### src/logic/ecp_pkg.sv
/*
 * Shared constants and carrier types for the enhanced host controller
 * capability parameter bank: offsets, field positions, reset values.
 * Assumes a single clock domain and a simple word-wide register port.
 */
`default_nettype none
package ecp_pkg;
	// ------------------------------------------------------------
	// Register offsets inside the capability space
	// ------------------------------------------------------------
	localparam logic [7:0] ECP_STRUCT_OFS = 8'h04;  // structural_params
	localparam logic [7:0] ECP_CAP_OFS    = 8'h08;  // capability_params

	// ------------------------------------------------------------
	// structural_params field positions
	// ------------------------------------------------------------
	localparam int ECP_PORTS_LSB  = 0;   // Port count, 4 bits
	localparam int ECP_PPC_BIT    = 4;   // Power switch flag
	localparam int ECP_PRR_BIT    = 7;   // Routing method flag
	localparam int ECP_PCC_LSB    = 8;   // Ports per companion, 4 bits
	localparam int ECP_CC_LSB     = 12;  // Companion count, 4 bits
	localparam int ECP_NIB        = 4;   // Nibble width
	localparam int ECP_ROUTE_N    = 15;  // Route array entries

	// ------------------------------------------------------------
	// capability_params field positions and reset values
	// ------------------------------------------------------------
	localparam int ECP_IST_LSB    = 4;   // Isochronous threshold, 4 bits
	localparam int ECP_FRAME_LIST_FLAG_BIT   = 1;   // Programmable frame list
	localparam int ECP_AC64_BIT   = 0;   // Addressing capability
	localparam logic [3:0] ECP_IST_RST  = 4'h1;
	localparam logic       ECP_FRAME_LIST_FLAG_RST = 1'h1;
	localparam logic       ECP_AC64_RST = 1'h0;

	// ------------------------------------------------------------
	// Structural defaults
	// ------------------------------------------------------------
	localparam logic [3:0] ECP_PORTS_DEF = 4'h2;
	localparam logic [3:0] ECP_PCC_DEF   = 4'h1;
	localparam logic [3:0] ECP_CC_DEF    = 4'h2;
	localparam logic       ECP_PPC_DEF   = 1'h1;
	localparam logic       ECP_PRR_DEF   = 1'h1;
	localparam logic [3:0] ECP_ONE       = 4'h1;  // Floor for counts
	localparam logic [31:0] ECP_ZERO     = 32'h0;

	// ------------------------------------------------------------
	// Carrier types
	// ------------------------------------------------------------
	typedef struct packed {
		logic        valid;  // One-cycle request strobe
		logic        write;  // 1 = write, 0 = read
		logic [7:0]  addr;   // Byte offset, word aligned
		logic [31:0] wdata;  // Write data (discarded)
	} ecp_req_t;

	typedef struct packed {
		logic        ack;    // One-cycle answer strobe
		logic [31:0] rdata;  // Read data, zero on write/unmapped
	} ecp_rsp_t;
endpackage : ecp_pkg
`default_nettype wire

### src/logic/ecp_params.sv
/*
 * Capability parameter register bank: structural and capability words,
 * plus decoded flags and the companion route array for the port logic.
 * Assumes requests come from logic on clk; all values are fixed at build.
 */
`timescale 1ns/1ps
`default_nettype none
module ecp_params #(
	parameter logic [3:0]  PORTS      = ecp_pkg::ECP_PORTS_DEF,  // Physical ports
	parameter logic [3:0]  PER_COMP   = ecp_pkg::ECP_PCC_DEF,    // Ports per companion
	parameter logic [3:0]  COMPANIONS = ecp_pkg::ECP_CC_DEF,     // Companion count
	parameter logic        POWER_SW   = ecp_pkg::ECP_PPC_DEF,    // Power switches fitted
	parameter logic        ROUTE_EXPL = ecp_pkg::ECP_PRR_DEF,    // Explicit routing
	parameter logic [59:0] ROUTE_TBL  = 60'h000000000000010     // Explicit entries
) (
	// Clock and reset
	input  wire logic               clk,
	input  wire logic               reset,
	// Register port
	input  wire ecp_pkg::ecp_req_t  req,
	output var  ecp_pkg::ecp_rsp_t  rsp,
	// Decoded flags for the port and schedule logic
	output var  logic               routing_method_flag,
	output var  logic               port_power_switch_flag,
	output var  logic               frame_list_size_writable,
	output var  logic               addressing_capability_flag,
	output var  logic [3:0]         port_count,
	output var  logic [59:0]        companion_route_array
);
	import ecp_pkg::*;

	// ------------------------------------------------------------
	// Fixed word assembly
	// ------------------------------------------------------------
	// A zero port count has no meaning, so a bad build reports one
	function automatic logic [3:0] nonzero(input logic [3:0] v);
		nonzero = (v == 4'h0) ? ECP_ONE : v;
	endfunction

	localparam logic [3:0] PORTS_RPT = nonzero(PORTS);
	localparam logic [3:0] PCC_RPT   = nonzero(PER_COMP);

	function automatic logic [31:0] struct_word();
		logic [31:0] w;
		w = ECP_ZERO;
		w[ECP_PORTS_LSB +: ECP_NIB] = PORTS_RPT;
		w[ECP_PPC_BIT]              = POWER_SW;
		w[ECP_PRR_BIT]              = ROUTE_EXPL;
		w[ECP_PCC_LSB +: ECP_NIB]   = PCC_RPT;
		w[ECP_CC_LSB +: ECP_NIB]    = COMPANIONS;
		struct_word = w;
	endfunction

	// Reserved bits 31:8 and 3:2 stay zero
	function automatic logic [31:0] cap_word();
		logic [31:0] w;
		w = ECP_ZERO;
		w[ECP_IST_LSB +: ECP_NIB] = ECP_IST_RST;
		w[ECP_FRAME_LIST_FLAG_BIT]           = ECP_FRAME_LIST_FLAG_RST;
		w[ECP_AC64_BIT]           = ECP_AC64_RST;
		cap_word = w;
	endfunction

	// Route array: explicit table or consecutive grouping, valid entries only
	function automatic logic [59:0] route_word();
		logic [59:0] r;
		r = 60'h0;
		for (int i = 0; i < ECP_ROUTE_N; i++) begin
			if (i < int'(PORTS_RPT)) begin
				if (ROUTE_EXPL) begin
					r[i*ECP_NIB +: ECP_NIB] = ROUTE_TBL[i*ECP_NIB +: ECP_NIB];
				end else begin
					r[i*ECP_NIB +: ECP_NIB] = 4'(i / int'(PCC_RPT));
				end
			end
		end
		route_word = r;
	endfunction

	localparam logic [31:0] STRUCT_VAL = struct_word();
	localparam logic [31:0] CAP_VAL    = cap_word();
	localparam logic [59:0] ROUTE_VAL  = route_word();

	// ------------------------------------------------------------
	// Read path state
	// ------------------------------------------------------------
	ecp_rsp_t rsp_q;  // Registered answer
	ecp_rsp_t rsp_d;  // Next answer

	// Decode: whole-word answers only, writes and unmapped read zero
	always_comb begin
		rsp_d.ack   = req.valid;
		rsp_d.rdata = ECP_ZERO;
		if (!req.valid || req.write) begin
			rsp_d.rdata = ECP_ZERO;
		end else if (req.addr == ECP_STRUCT_OFS) begin
			rsp_d.rdata = STRUCT_VAL;
		end else if (req.addr == ECP_CAP_OFS) begin
			rsp_d.rdata = CAP_VAL;
		end else begin
			rsp_d.rdata = ECP_ZERO;  // Unmapped
		end
	end

	// Answer register
	always_ff @(posedge clk or posedge reset) begin
		if (reset) begin
			rsp_q <= '0;
		end else begin
			rsp_q <= rsp_d;
		end
	end

	assign rsp = rsp_q;

	// ------------------------------------------------------------
	// Decoded flag state
	// ------------------------------------------------------------
	// Held in flops so every output is registered; they never change
	logic        rmf_q, rmf_d;
	logic        psf_q, psf_d;
	logic        fls_q, fls_d;
	logic        acf_q, acf_d;
	logic [3:0]  cnt_q, cnt_d;
	logic [59:0] rte_q, rte_d;

	// Next values equal the built-in constants; no write path exists
	always_comb begin
		rmf_d = STRUCT_VAL[ECP_PRR_BIT];
		psf_d = STRUCT_VAL[ECP_PPC_BIT];
		fls_d = CAP_VAL[ECP_FRAME_LIST_FLAG_BIT];
		acf_d = CAP_VAL[ECP_AC64_BIT];
		cnt_d = STRUCT_VAL[ECP_PORTS_LSB +: ECP_NIB];
		rte_d = ROUTE_VAL;
	end

	// Flag registers, reset straight to the built-in values
	always_ff @(posedge clk or posedge reset) begin
		if (reset) begin
			rmf_q <= STRUCT_VAL[ECP_PRR_BIT];
			psf_q <= STRUCT_VAL[ECP_PPC_BIT];
			fls_q <= CAP_VAL[ECP_FRAME_LIST_FLAG_BIT];
			acf_q <= CAP_VAL[ECP_AC64_BIT];
			cnt_q <= STRUCT_VAL[ECP_PORTS_LSB +: ECP_NIB];
			rte_q <= ROUTE_VAL;
		end else begin
			rmf_q <= rmf_d;
			psf_q <= psf_d;
			fls_q <= fls_d;
			acf_q <= acf_d;
			cnt_q <= cnt_d;
			rte_q <= rte_d;
		end
	end

	assign routing_method_flag        = rmf_q;
	assign port_power_switch_flag     = psf_q;
	assign frame_list_size_writable   = fls_q;
	assign addressing_capability_flag = acf_q;
	assign port_count                 = cnt_q;
	assign companion_route_array      = rte_q;

	wire rd_struct = req.valid && !req.write && (req.addr == ECP_STRUCT_OFS);
	wire rd_cap    = req.valid && !req.write && (req.addr == ECP_CAP_OFS);
endmodule : ecp_params
`default_nettype wire

### config.mk
export PLATFORM = sky130hd
export DESIGN_NAME = ecp_params
export DESIGN_NICKNAME = d
export VERILOG_FILES = /design/src/logic/ecp_pkg.sv /design/src/logic/ecp_params.sv
export SDC_FILE = /design/constraint.sdc
export NUM_CORES = 1
export LEC_CHECK = 0
export BUFFER_PORTS_ARGS = -buffer_cell sky130_fd_sc_hd__buf_2
export CORE_MARGIN = 4
export CORE_UTILIZATION = 25
export DETAILED_ROUTE_END_ITERATION = 12
export GPL_TIMING_DRIVEN = 0
export HOLD_SLACK_MARGIN = 0.06
export PLACE_DENSITY = 0.77
export SLEW_MARGIN = 5
export SYNTH_ARGS = -nofsm -noshare
export SYNTH_HDL_FRONTEND = slang
export SYNTH_SLANG_ARGS = --single-unit
### constraint.sdc
create_clock -name clk -period 0.8 [get_ports clk]
set_input_delay 0.08 -clock clk [delete_from_list [all_inputs] [get_ports clk]]
set_output_delay 0.08 -clock clk [all_outputs]
set_load 0.02 [all_outputs]
======== Yosys cells after proc, flatten, opt, wreduce, memory -nomap -nowiden ========
Index checks and enable logic that the tools add are counted.
cells by class
  shift operators ......................... 0
  magnitude comparators ................... 0
  div/mod/pow operators ................... 0
  add/sub/neg operators ................... 0
  eq/ne operators ......................... 2
  muxes and demuxes ....................... 3
  bitwise gates (word level) .............. 0
  reduce and logical (&&, ||, !) cells .... 2
  $mul .................................... 0
operators by type and width
  operator                                                         number
  14-bit 2-to-1 mux                                                2
  8-bit by 3-bit == test with 1-bit output, second input constant  1
  8-bit by 4-bit == test with 1-bit output, second input constant  1
  5-bit 2-to-1 mux                                                 1
  1-bit logical NOT                                                1
  1-bit logical OR                                                 1
word-level totals
  bits in writable memories ............... 0
  memory bits (read-only) ................. 0
  flip-flop bits (word level) ............. 33
  latch bits .............................. 0
  output and inout bits ................... 101
  bits of input ports ..................... 44
  memories ................................ 0
  word-level logic and storage cells ...... 9

======== Longest topological paths before layout ========
Gate-level depths: netlist of run 1.
  depth after elaboration ................. 4
  gate-level depth with buffers ........... 2
  depth with buffers taken out ............ 2

======== Worst setup path before layout of run 1 ========
OpenSTA, ideal clock, no wires.
  path type ............................... input port to flip-flop
  start point ............................. input req[40] (netlist bit)
  end point ............................... register rsp_q (netlist bit rsp[8])
  slack ................................... -0.121 ns
  required time ........................... 0.704 ns
  cell stages on the path ................. 2
  path buffers ............................ 0
  library setup time ...................... 0.096 ns
  data arrival time ....................... 0.825 ns
  path through ............................ or4b_1 -> nor4_2
on the way
  word-level cells in the longest chain between the ends .. 2
RTL lines
  what                    RTL line           text
  start: declaration      ecp_params.sv:20   input wire ecp_pkg::ecp_req_t req,
  1-bit logical OR        ecp_params.sv:94   if (!req.valid || req.write) begin
  14-bit 2-to-1 mux       ecp_params.sv:94
  end signal: assignment  ecp_params.sv:110  rsp_q <= rsp_d;
  end: declaration        ecp_params.sv:87   ecp_rsp_t rsp_q;
Every way passes these cells.

======== Worst setup path in the final report of run 1 ========
  start point ............................. register rsp_q (netlist bit rsp[8])
  end point ............................... output rsp[8] (netlist bit)
RTL lines
  what              RTL line          text
  end: declaration  ecp_params.sv:21  output var ecp_pkg::ecp_rsp_t rsp,
No word-level cell between the ends.

==> results of run 1 <==
[power groups by stage]
stage | logic, mW | registers [mW] | clock network [mW]
after floorplan | 0.757 | 0.162 | 0
after global placement | 0.795 | 0.158 | 0
after detailed placement | 0.796 | 0.158 | 0
after CTS | 0.807 | 0.157 | 0.281
after global routing | 0.902 | 0.157 | 0.301
final | 0.842 | 0.157 | 0.266
[critical path, delay by kind of cell (launching register included)]
kind	cells	cell delay, ns
buf+inv	2	0.26
flops	1	0.38
[cells by family after synthesis]
logic type / after synthesis
XOR/XNOR: 1
buffers and inverters: 100
flip-flops: 3
other: 2
AND/OR/NAND/NOR: 4
[synthesized netlist by cell type]
cell,count
sky130_fd_sc_hd__buf_4,98
sky130_fd_sc_hd__conb_1,2
sky130_fd_sc_hd__dfrtp_1,3
sky130_fd_sc_hd__inv_1,2
sky130_fd_sc_hd__nor3_1,1
sky130_fd_sc_hd__nor4_2,1
sky130_fd_sc_hd__or4_1,1
sky130_fd_sc_hd__or4b_1,1
sky130_fd_sc_hd__xnor2_1,1
[through the flow]
stage	util, %	power (mW)	cell area (sq um)
floorplan	-	0.9191	1226
global placement	41.02	0.9525	1369
detailed placement	41.02	0.9542	1369
CTS	43.46	1.245	1450
global route	43.91	1.360	1465
finish	43.91	1.265	1465
[path summary, 6_finish.rpt]
kind	start	to	slack (ns)	cells past startpoint
worst max-delay path	rsp[8]	rsp[8]	-0.14	2
worst min-delay path	req[35]	rsp[8]	0.05	2
max in group asynchronous	reset	rsp[32]	0.40	3
min in group asynchronous	reset	rsp[4]	0.27	3
[routing by layer]
metal | track usage, % | share of wire (%)
met3 | 1.855 | 18
met4 | 2.278 | 0
met1 | 4.586 | 23
met5 | 0 | 0
met2 | 12.87 | 59
[timing repair]
item	4_1_cts	5_1_grt
gates resized for setup	11	2
pin swaps	0	2
buffers inserted	0	0
gates cloned	0	0
setup endpoints to repair	6	7
endpoints found under the hold margin	5	1
[layout make-up]
type / count / area, sq um / area share, %
multi-input cells: 100 / 416.7 / 28.44
inverters: 2 / 7.507 / 0.5124
clock buffers: 4 / 26.28 / 1.793
well taps: 46 / 57.56 / 3.928
flip-flops and latches: 3 / 75.07 / 5.124
plain buffers: 98 / 739.5 / 50.47
repair buffers: 19 / 142.6 / 9.735
==> summary.txt, run 1 <==
Timing
  • RSZ-0062 raised after global routing: true
  • Time the final worst path needs with I/O delays and setup: between 0.9 and 1 ns
  • Sum of negative setup slack: -0.5220 ns
  • Final number of setup-violating endpoints: 6
  • Number of max-slew violations in the final report: 0
  • Minimum setup slack in the final design: -0.1447 ns
  • Final worst hold slack: 0.05393 ns
  • Fin crit share: 118.1%
  • Hold violation total from the final report: 0
  • F_max: 1059 MHz

Critical path
  • Critical path endpoint category: output port
  • Slowest cell delay on critical path: 0.38 ns
  • Worst-path maximum fanout: 3
  • Library cell contributing the largest single delay on the critical path: sky130_fd_sc_hd__dfrtp_1
  • CP arrival: 0.86 ns
  • Startpoint type of the worst setup path: register
  • Crit path cell chain: buf_4 > buf_6
  • Required time of the critical path: 0.72 ns
  • Kind of critical path: register to output port

Detailed routing
  • Routed WL: about 1.7 mm
  • Post-detailed-route via-to-cell ratio: 2.493
  • Vias: 678
  • Remaining antenna violation count after routing: 0
  • Detailed Route Iter0 Violations: 1
  • Pre-Repair DR Iteration Count: 2
  • Count of unresolved DRC violations after routing: 0
  • Routed wirelength normalized by instance count: 6.151 microns

Run status
  • Failing checks: setup timing
  • Status: finished with violations

Synthesis
  • Cells taking the most area after synthesis: sky130_fd_sc_hd__buf_4 (85%), sky130_fd_sc_hd__dfrtp_1 (8.6%), sky130_fd_sc_hd__nor4_2 (1.4%), sky130_fd_sc_hd__or4b_1 (1.2%), sky130_fd_sc_hd__xnor2_1 (1.0%)
  • Proportion of synthesized area in mux cells: 0%
  • Dominant combinational cell family by area after synthesis: buffers and inverters
  • Mapped Avg Cell Area: approximately 8 sq um
  • Synthesis-stage register bit count: 3
  • Post-synth top area cell: sky130_fd_sc_hd__buf_4
  • Sequential share of the synthesized area: 8.633%
  • Number of library cell types mapped by synthesis: 9
  • Compound-Gate Fraction of Synth Area: 0%
  • Xor/xnor cell area share of the yosys netlist: just over 1%
  • Area share of the leading cell type in the synthesized netlist: 84.60%
  • Count of yosys warnings during synthesis: 0
  • Syn Std Cell Area: about 870 sq um
  • Number of standard cells after synthesis: 110
  • Arithmetic-cell share of the synthesized area counting full adders, half adders and majority gates: 0%
  • Simple-Gate Fraction of Synth Area: 4.029%

Clocking
  • Hold-fix buffers, CTS: 2
  • CTS tree: done
  • Clock tree root driver cell: sky130_fd_sc_hd__clkbuf_4
  • Clock transition time at the flip-flop clock pins of the worst setup and hold paths: 0.04 ns
  • Number of sinks driven by the clock tree: 3
  • H-tree level count: 1
  • Clock tree buffer depth: 2
  • Clock buffer count from CTS: 3

GRT
  • Number of global-route vias before repair: 522
  • Global-route usage over all layers: 5.921%
  • Pin count of the biggest net entering global routing: 4
  • Initial antenna violation count: 0
  • Total overflow reported by the global router: 0
  • Global-route wire length before repair: 2.076 mm

Finish
  • Layout cell share with drive strength beyond 1: 53.54%
  • Count of placed standard cells in the final layout, fillers left out: 272
  • Total number of nets in the final design: 271
  • Most common cell after layout, fill and taps aside: sky130_fd_sc_hd__buf_4
  • Most used cells in the layout excluding fill and tap cells: sky130_fd_sc_hd__buf_4 (97), sky130_fd_sc_hd__conb_1 (95), sky130_fd_sc_hd__buf_2 (11)
  • Relative area change from synthesis to final layout: 68.49%
  • # diodes: 0
  • Flip-flop count of the largest register, all copies and words added: 3
  • Final-layout fill cell count: 347

Die
  • Die outline height: 66.98 microns
  • Core Region: 3337 sq um
  • X dimension of the die: 66.98 microns
  • Starting utilization of the core area: 26.06%
  • IO Pins: about 150
  • Standard-cell rows: 21
  • Area of the die: 4486 sq um

Power
  • Sequential fraction of design power: 12.4%
  • Share of power burned in combinational logic: 66.6%
  • Clock group share of total power: 21.0%
  • Design internal power: approximately 0.69 mW
  • Cell leakage power: about 1.0 nW
  • Cell area power density: 863.3 nW/um^2
  • Worst ir drop on vdd: around 630 uV
  • Share of total power consumed by net switching: 45.11%
  • Net switching power of the design: 0.5706 mW

Placed design
  • Port-buffer cells: 17
  • Cell count after placement: 266
  • Post-placement worst setup slack: -0.2349 ns
  • GP Congestion: 0.6221

Min path
  • Path category of the worst min-delay check: input pin to register

Flow run
  • Reported max-cap violation count: 0
Note: power is estimated with default switching activity, not from simulation.
==> run 2, diff against run 1 <==
--- a/config.mk
+++ b/config.mk
@@ -5,13 +5,15 @@
 export SDC_FILE = /design/constraint.sdc
 export NUM_CORES = 1
 export LEC_CHECK = 0
+export ABC_AREA = 1
 export BUFFER_PORTS_ARGS = -buffer_cell sky130_fd_sc_hd__buf_2
 export CORE_MARGIN = 4
 export CORE_UTILIZATION = 25
 export DETAILED_ROUTE_END_ITERATION = 12
 export GPL_TIMING_DRIVEN = 0
 export HOLD_SLACK_MARGIN = 0.06
-export PLACE_DENSITY = 0.77
+export PLACE_DENSITY = 0.76
+export RECOVER_POWER = 100
 export SLEW_MARGIN = 5
 export SYNTH_ARGS = -nofsm -noshare
 export SYNTH_HDL_FRONTEND = slang
==> run 2 against run 1 <==
The run still ends with setup timing left; flip-flop and latch count did not move; die area up 2.7%; final area is essentially flat; hold slack improved by 0.051 ns; setup slack worse by 0.0050 ns; global-route usage up 1.2 points; utilization decreased by 0.72 points; cell count rose by 3.3%; synthesized area increased by 3.0%; routed wire length increased by 8.8%; critical path type unchanged; critical endpoint unchanged.
==> summary.txt, run 2 <==
Power
  • Design internal power: a little under 0.7 mW
  • Cell area power density: 862.8 nW/um^2
  • Net switching power of the design: roughly 0.57 mW
  • Share of total power consumed by net switching: 45.34%
  • Sequential fraction of design power: 12.4%
  • Worst ir drop on vdd: 244.3 uV
  • Clock group share of total power: 20.9%
  • Cell leakage power: about 1 nW
  • Share of power burned in combinational logic: 66.7%

Synthesis
  • Area share of the leading cell type in the synthesized netlist: 82.12%
  • Sequential share of the synthesized area: 8.380%
  • Synthesis-stage register bit count: 3
  • Number of enable-type register cells in the synthesized netlist: 0
  • Most frequent cell after synthesis: sky130_fd_sc_hd__buf_4
  • Post-synth top area cell: sky130_fd_sc_hd__buf_4
  • Mapped Avg Cell Area: 7.528 sq um
  • Number of library cell types mapped by synthesis: 10
  • Cells taking the most area after synthesis: sky130_fd_sc_hd__buf_4 (82%), sky130_fd_sc_hd__dfrtp_1 (8.4%), sky130_fd_sc_hd__nor2_2 (2.8%), sky130_fd_sc_hd__nand2_1 (1.7%), sky130_fd_sc_hd__inv_1 (1.3%)
  • Count of yosys warnings during synthesis: 0
  • Syn Std Cell Area: 895.9 sq um
  • Proportion of synthesized flip-flops having asynchronous set or reset: between 90% and 100%
  • Synth Flop Type: sky130_fd_sc_hd__dfrtp_1
  • Number of standard cells after synthesis: 119
  • Most frequent cells after synthesis: sky130_fd_sc_hd__buf_4 (98), sky130_fd_sc_hd__nand2_1 (4), sky130_fd_sc_hd__nor2_2 (4)

Finish
  • Count of placed standard cells in the final layout, fillers left out: 281
  • Most used cells in the layout excluding fill and tap cells: sky130_fd_sc_hd__buf_4 (97), sky130_fd_sc_hd__conb_1 (95), sky130_fd_sc_hd__buf_2 (12)
  • Flip-flop count of the largest register, all copies and words added: 3
  • Total number of nets in the final design: 280
  • Post-route cell area: 1464 sq um
  • Finished Core Util: 43.19%
  • Area of the multi-input gates: between 400 and 500 sq um
  • # diodes: 0
  • Relative area change from synthesis to final layout: 63.41%
  • Final-layout fill cell count: 348
  • Sequential cell area: 75.07 sq um
  • Most common cell after layout, fill and taps aside: sky130_fd_sc_hd__buf_4
  • Layout cell share with drive strength beyond 1: 51.91%

GRT
  • Met1 demand-to-capacity share in global routing: 5.900%
  • Initial antenna violation count: 0
  • Total overflow reported by the global router: 0
  • Layer with the highest usage after global routing: met2
  • Pin count of the biggest net entering global routing: 4
  • Global-route wire length before repair: around 2.4 mm
  • Global-route usage over all layers: 7.128%
  • Global-route track usage on met2: 12.88%
  • Met3 track demand over resource in global routing: ~4.1%
  • Number of global-route vias before repair: 577

Min path
  • Hold Crit Depth: 4
  • Worst hold path endpoint: rsp[8]
  • Launch instance of the worst min-delay path: req[36]
  • Path category of the worst min-delay check: input pin to register

Critical path
  • Critical path endpoint category: output port
  • CP arrival: 0.87 ns
  • Library cell contributing the largest single delay on the critical path: sky130_fd_sc_hd__dfrtp_1
  • Startpoint type of the worst setup path: register
  • Worst-path maximum fanout: 3
  • Slowest cell delay on critical path: 0.38 ns
  • Kind of critical path: register to output port
  • Required time of the critical path: ~0.72 ns
  • Crit path cell chain: buf_4 > buf_6

Die
  • Standard-cell rows: 21
  • Core Region: 3390 sq um
  • Die outline height: 67.86 microns
  • Area of the die: 4605 sq um
  • Starting utilization of the core area: 26.43%
  • IO Pins: 145
  • X dimension of the die: roughly 68 microns

Placed design
  • Cell area after placement: 1388 sq um
  • Cell count after placement: 275
  • Detailed-placement wirelength estimate: between 1.5 and 2 mm
  • Port-buffer cells: 17
  • GP Congestion: ~0.71

Detailed routing
  • Remaining antenna violation count after routing: 0
  • Count of unresolved DRC violations after routing: 0
  • Vias: 702
  • Routed wirelength normalized by instance count: 6.480 microns
  • Post-detailed-route via-to-cell ratio: 2.498
  • Detailed Route Iter0 Violations: 6
  • Routed WL: 1.821 mm
  • Pre-Repair DR Iteration Count: 4

Clocking
  • Clock transition time at the flip-flop clock pins of the worst setup and hold paths: ~0.040 ns
  • Clock tree buffer depth: 2
  • Clock tree root driver cell: sky130_fd_sc_hd__clkbuf_4
  • H-tree level count: 1
  • Clock buffer count from CTS: 3
  • CTS tree: done
  • Post-CTS Setup Bufs: 0
  • Number of sinks driven by the clock tree: 3

Run status
  • Status: finished with violations
  • Failing checks: setup timing

Timing
  • Time the final worst path needs with I/O delays and setup: around 0.95 ns
  • Number of max-slew violations in the final report: 0
  • F_max: 1053 MHz
  • Hold violation total from the final report: 0
  • Fin crit share: 118.7%
  • Final number of setup-violating endpoints: 6
  • RSZ-0062 raised after global routing: true
  • Sum of negative setup slack: -0.5659 ns
  • Minimum setup slack in the final design: -0.1498 ns

Flow run
  • Reported max-cap violation count: 0
==> run 2: cell types whose count changed after synthesis, sizes merged <==
cell | previous run | this run
or4b | 1 | 0
nor4 | 1 | 0
nor2 | 0 | 6
xnor2 | 1 | 0
nor3 | 1 | 0
inv | 2 | 4
or4 | 1 | 0
nand3 | 0 | 2
nand2 | 0 | 4
==> run 2: repair_timing <==
action                                  4_1_cts  5_1_grt
resized for setup                             9        2
hold buffers                                  2        0
endpoints found under the hold margin         4        0
endpoints found under the setup margin        6        6
==> run 2: metrics by stage <==
stage / total power, mW / setup WS [ns] / hold WS (ns)
3_3_place_gp: 0.9621 / 0.08163 / -0.05664
6_report: 1.263 / -0.1498 / 0.1048
2_1_floorplan: 0.9252 / 0.09348 / -0.1664
5_1_grt: 1.353 / -0.1893 / 0.1004
4_1_cts: 1.256 / -0.1631 / 0.09451
3_5_place_dp: 0.9631 / 0.07357 / -0.05248
==> run 2: power by group through the flow <==
stage / logic (mW) / registers, mW / clock network [mW]
floorplan: 0.764 / 0.162 / 0
global placement: 0.804 / 0.158 / 0
detailed placement: 0.805 / 0.158 / 0
CTS: 0.816 / 0.157 / 0.284
global route: 0.908 / 0.157 / 0.288
finish: 0.842 / 0.157 / 0.264
==> run 2: cell type report <==
class / instances / area share [%]
sequential: 3 / 5.128
clock buffer: 4 / 1.795
tap: 46 / 3.932
multi-input combinational: 107 / 28.29
inverter: 4 / 1.026
buffer: 98 / 50.51
timing repair buffer: 19 / 9.316
==> run 2: how the worst max path moves through the flow <==
stage,slack [ns],endpoint,startpoint,cells past startpoint
floorplan,0.09,rsp[13],rsp[8],1
global route,-0.19,rsp[13],rsp[8],2
CTS,-0.16,rsp[13],rsp[8],2
finish,-0.15,rsp[8],rsp[8],2
detailed placement,0.07,rsp[13],rsp[8],2
global placement,0.08,rsp[8],rsp[8],2
==> run 2: routing by layer <==
layer | up-vias | part of all wire (%)
met5 | - | 0
met4 | 0 | 0.71
met3 | 2 | 20
met2 | 63 | 53
met1 | 246 | 27
li1 | 391 | -
==> run 2: cell families after synthesis <==
group,synth area share (%)
buffers and inverters,83.80
and+or+nand+nor,6.982
DFF,8.380
other,0.8383
==> run 2: worst max-delay path, delay by kind of cell, from the launching register on <==
family	cells	cell delay (ns)
buf+inv	2	0.26
flops	1	0.38
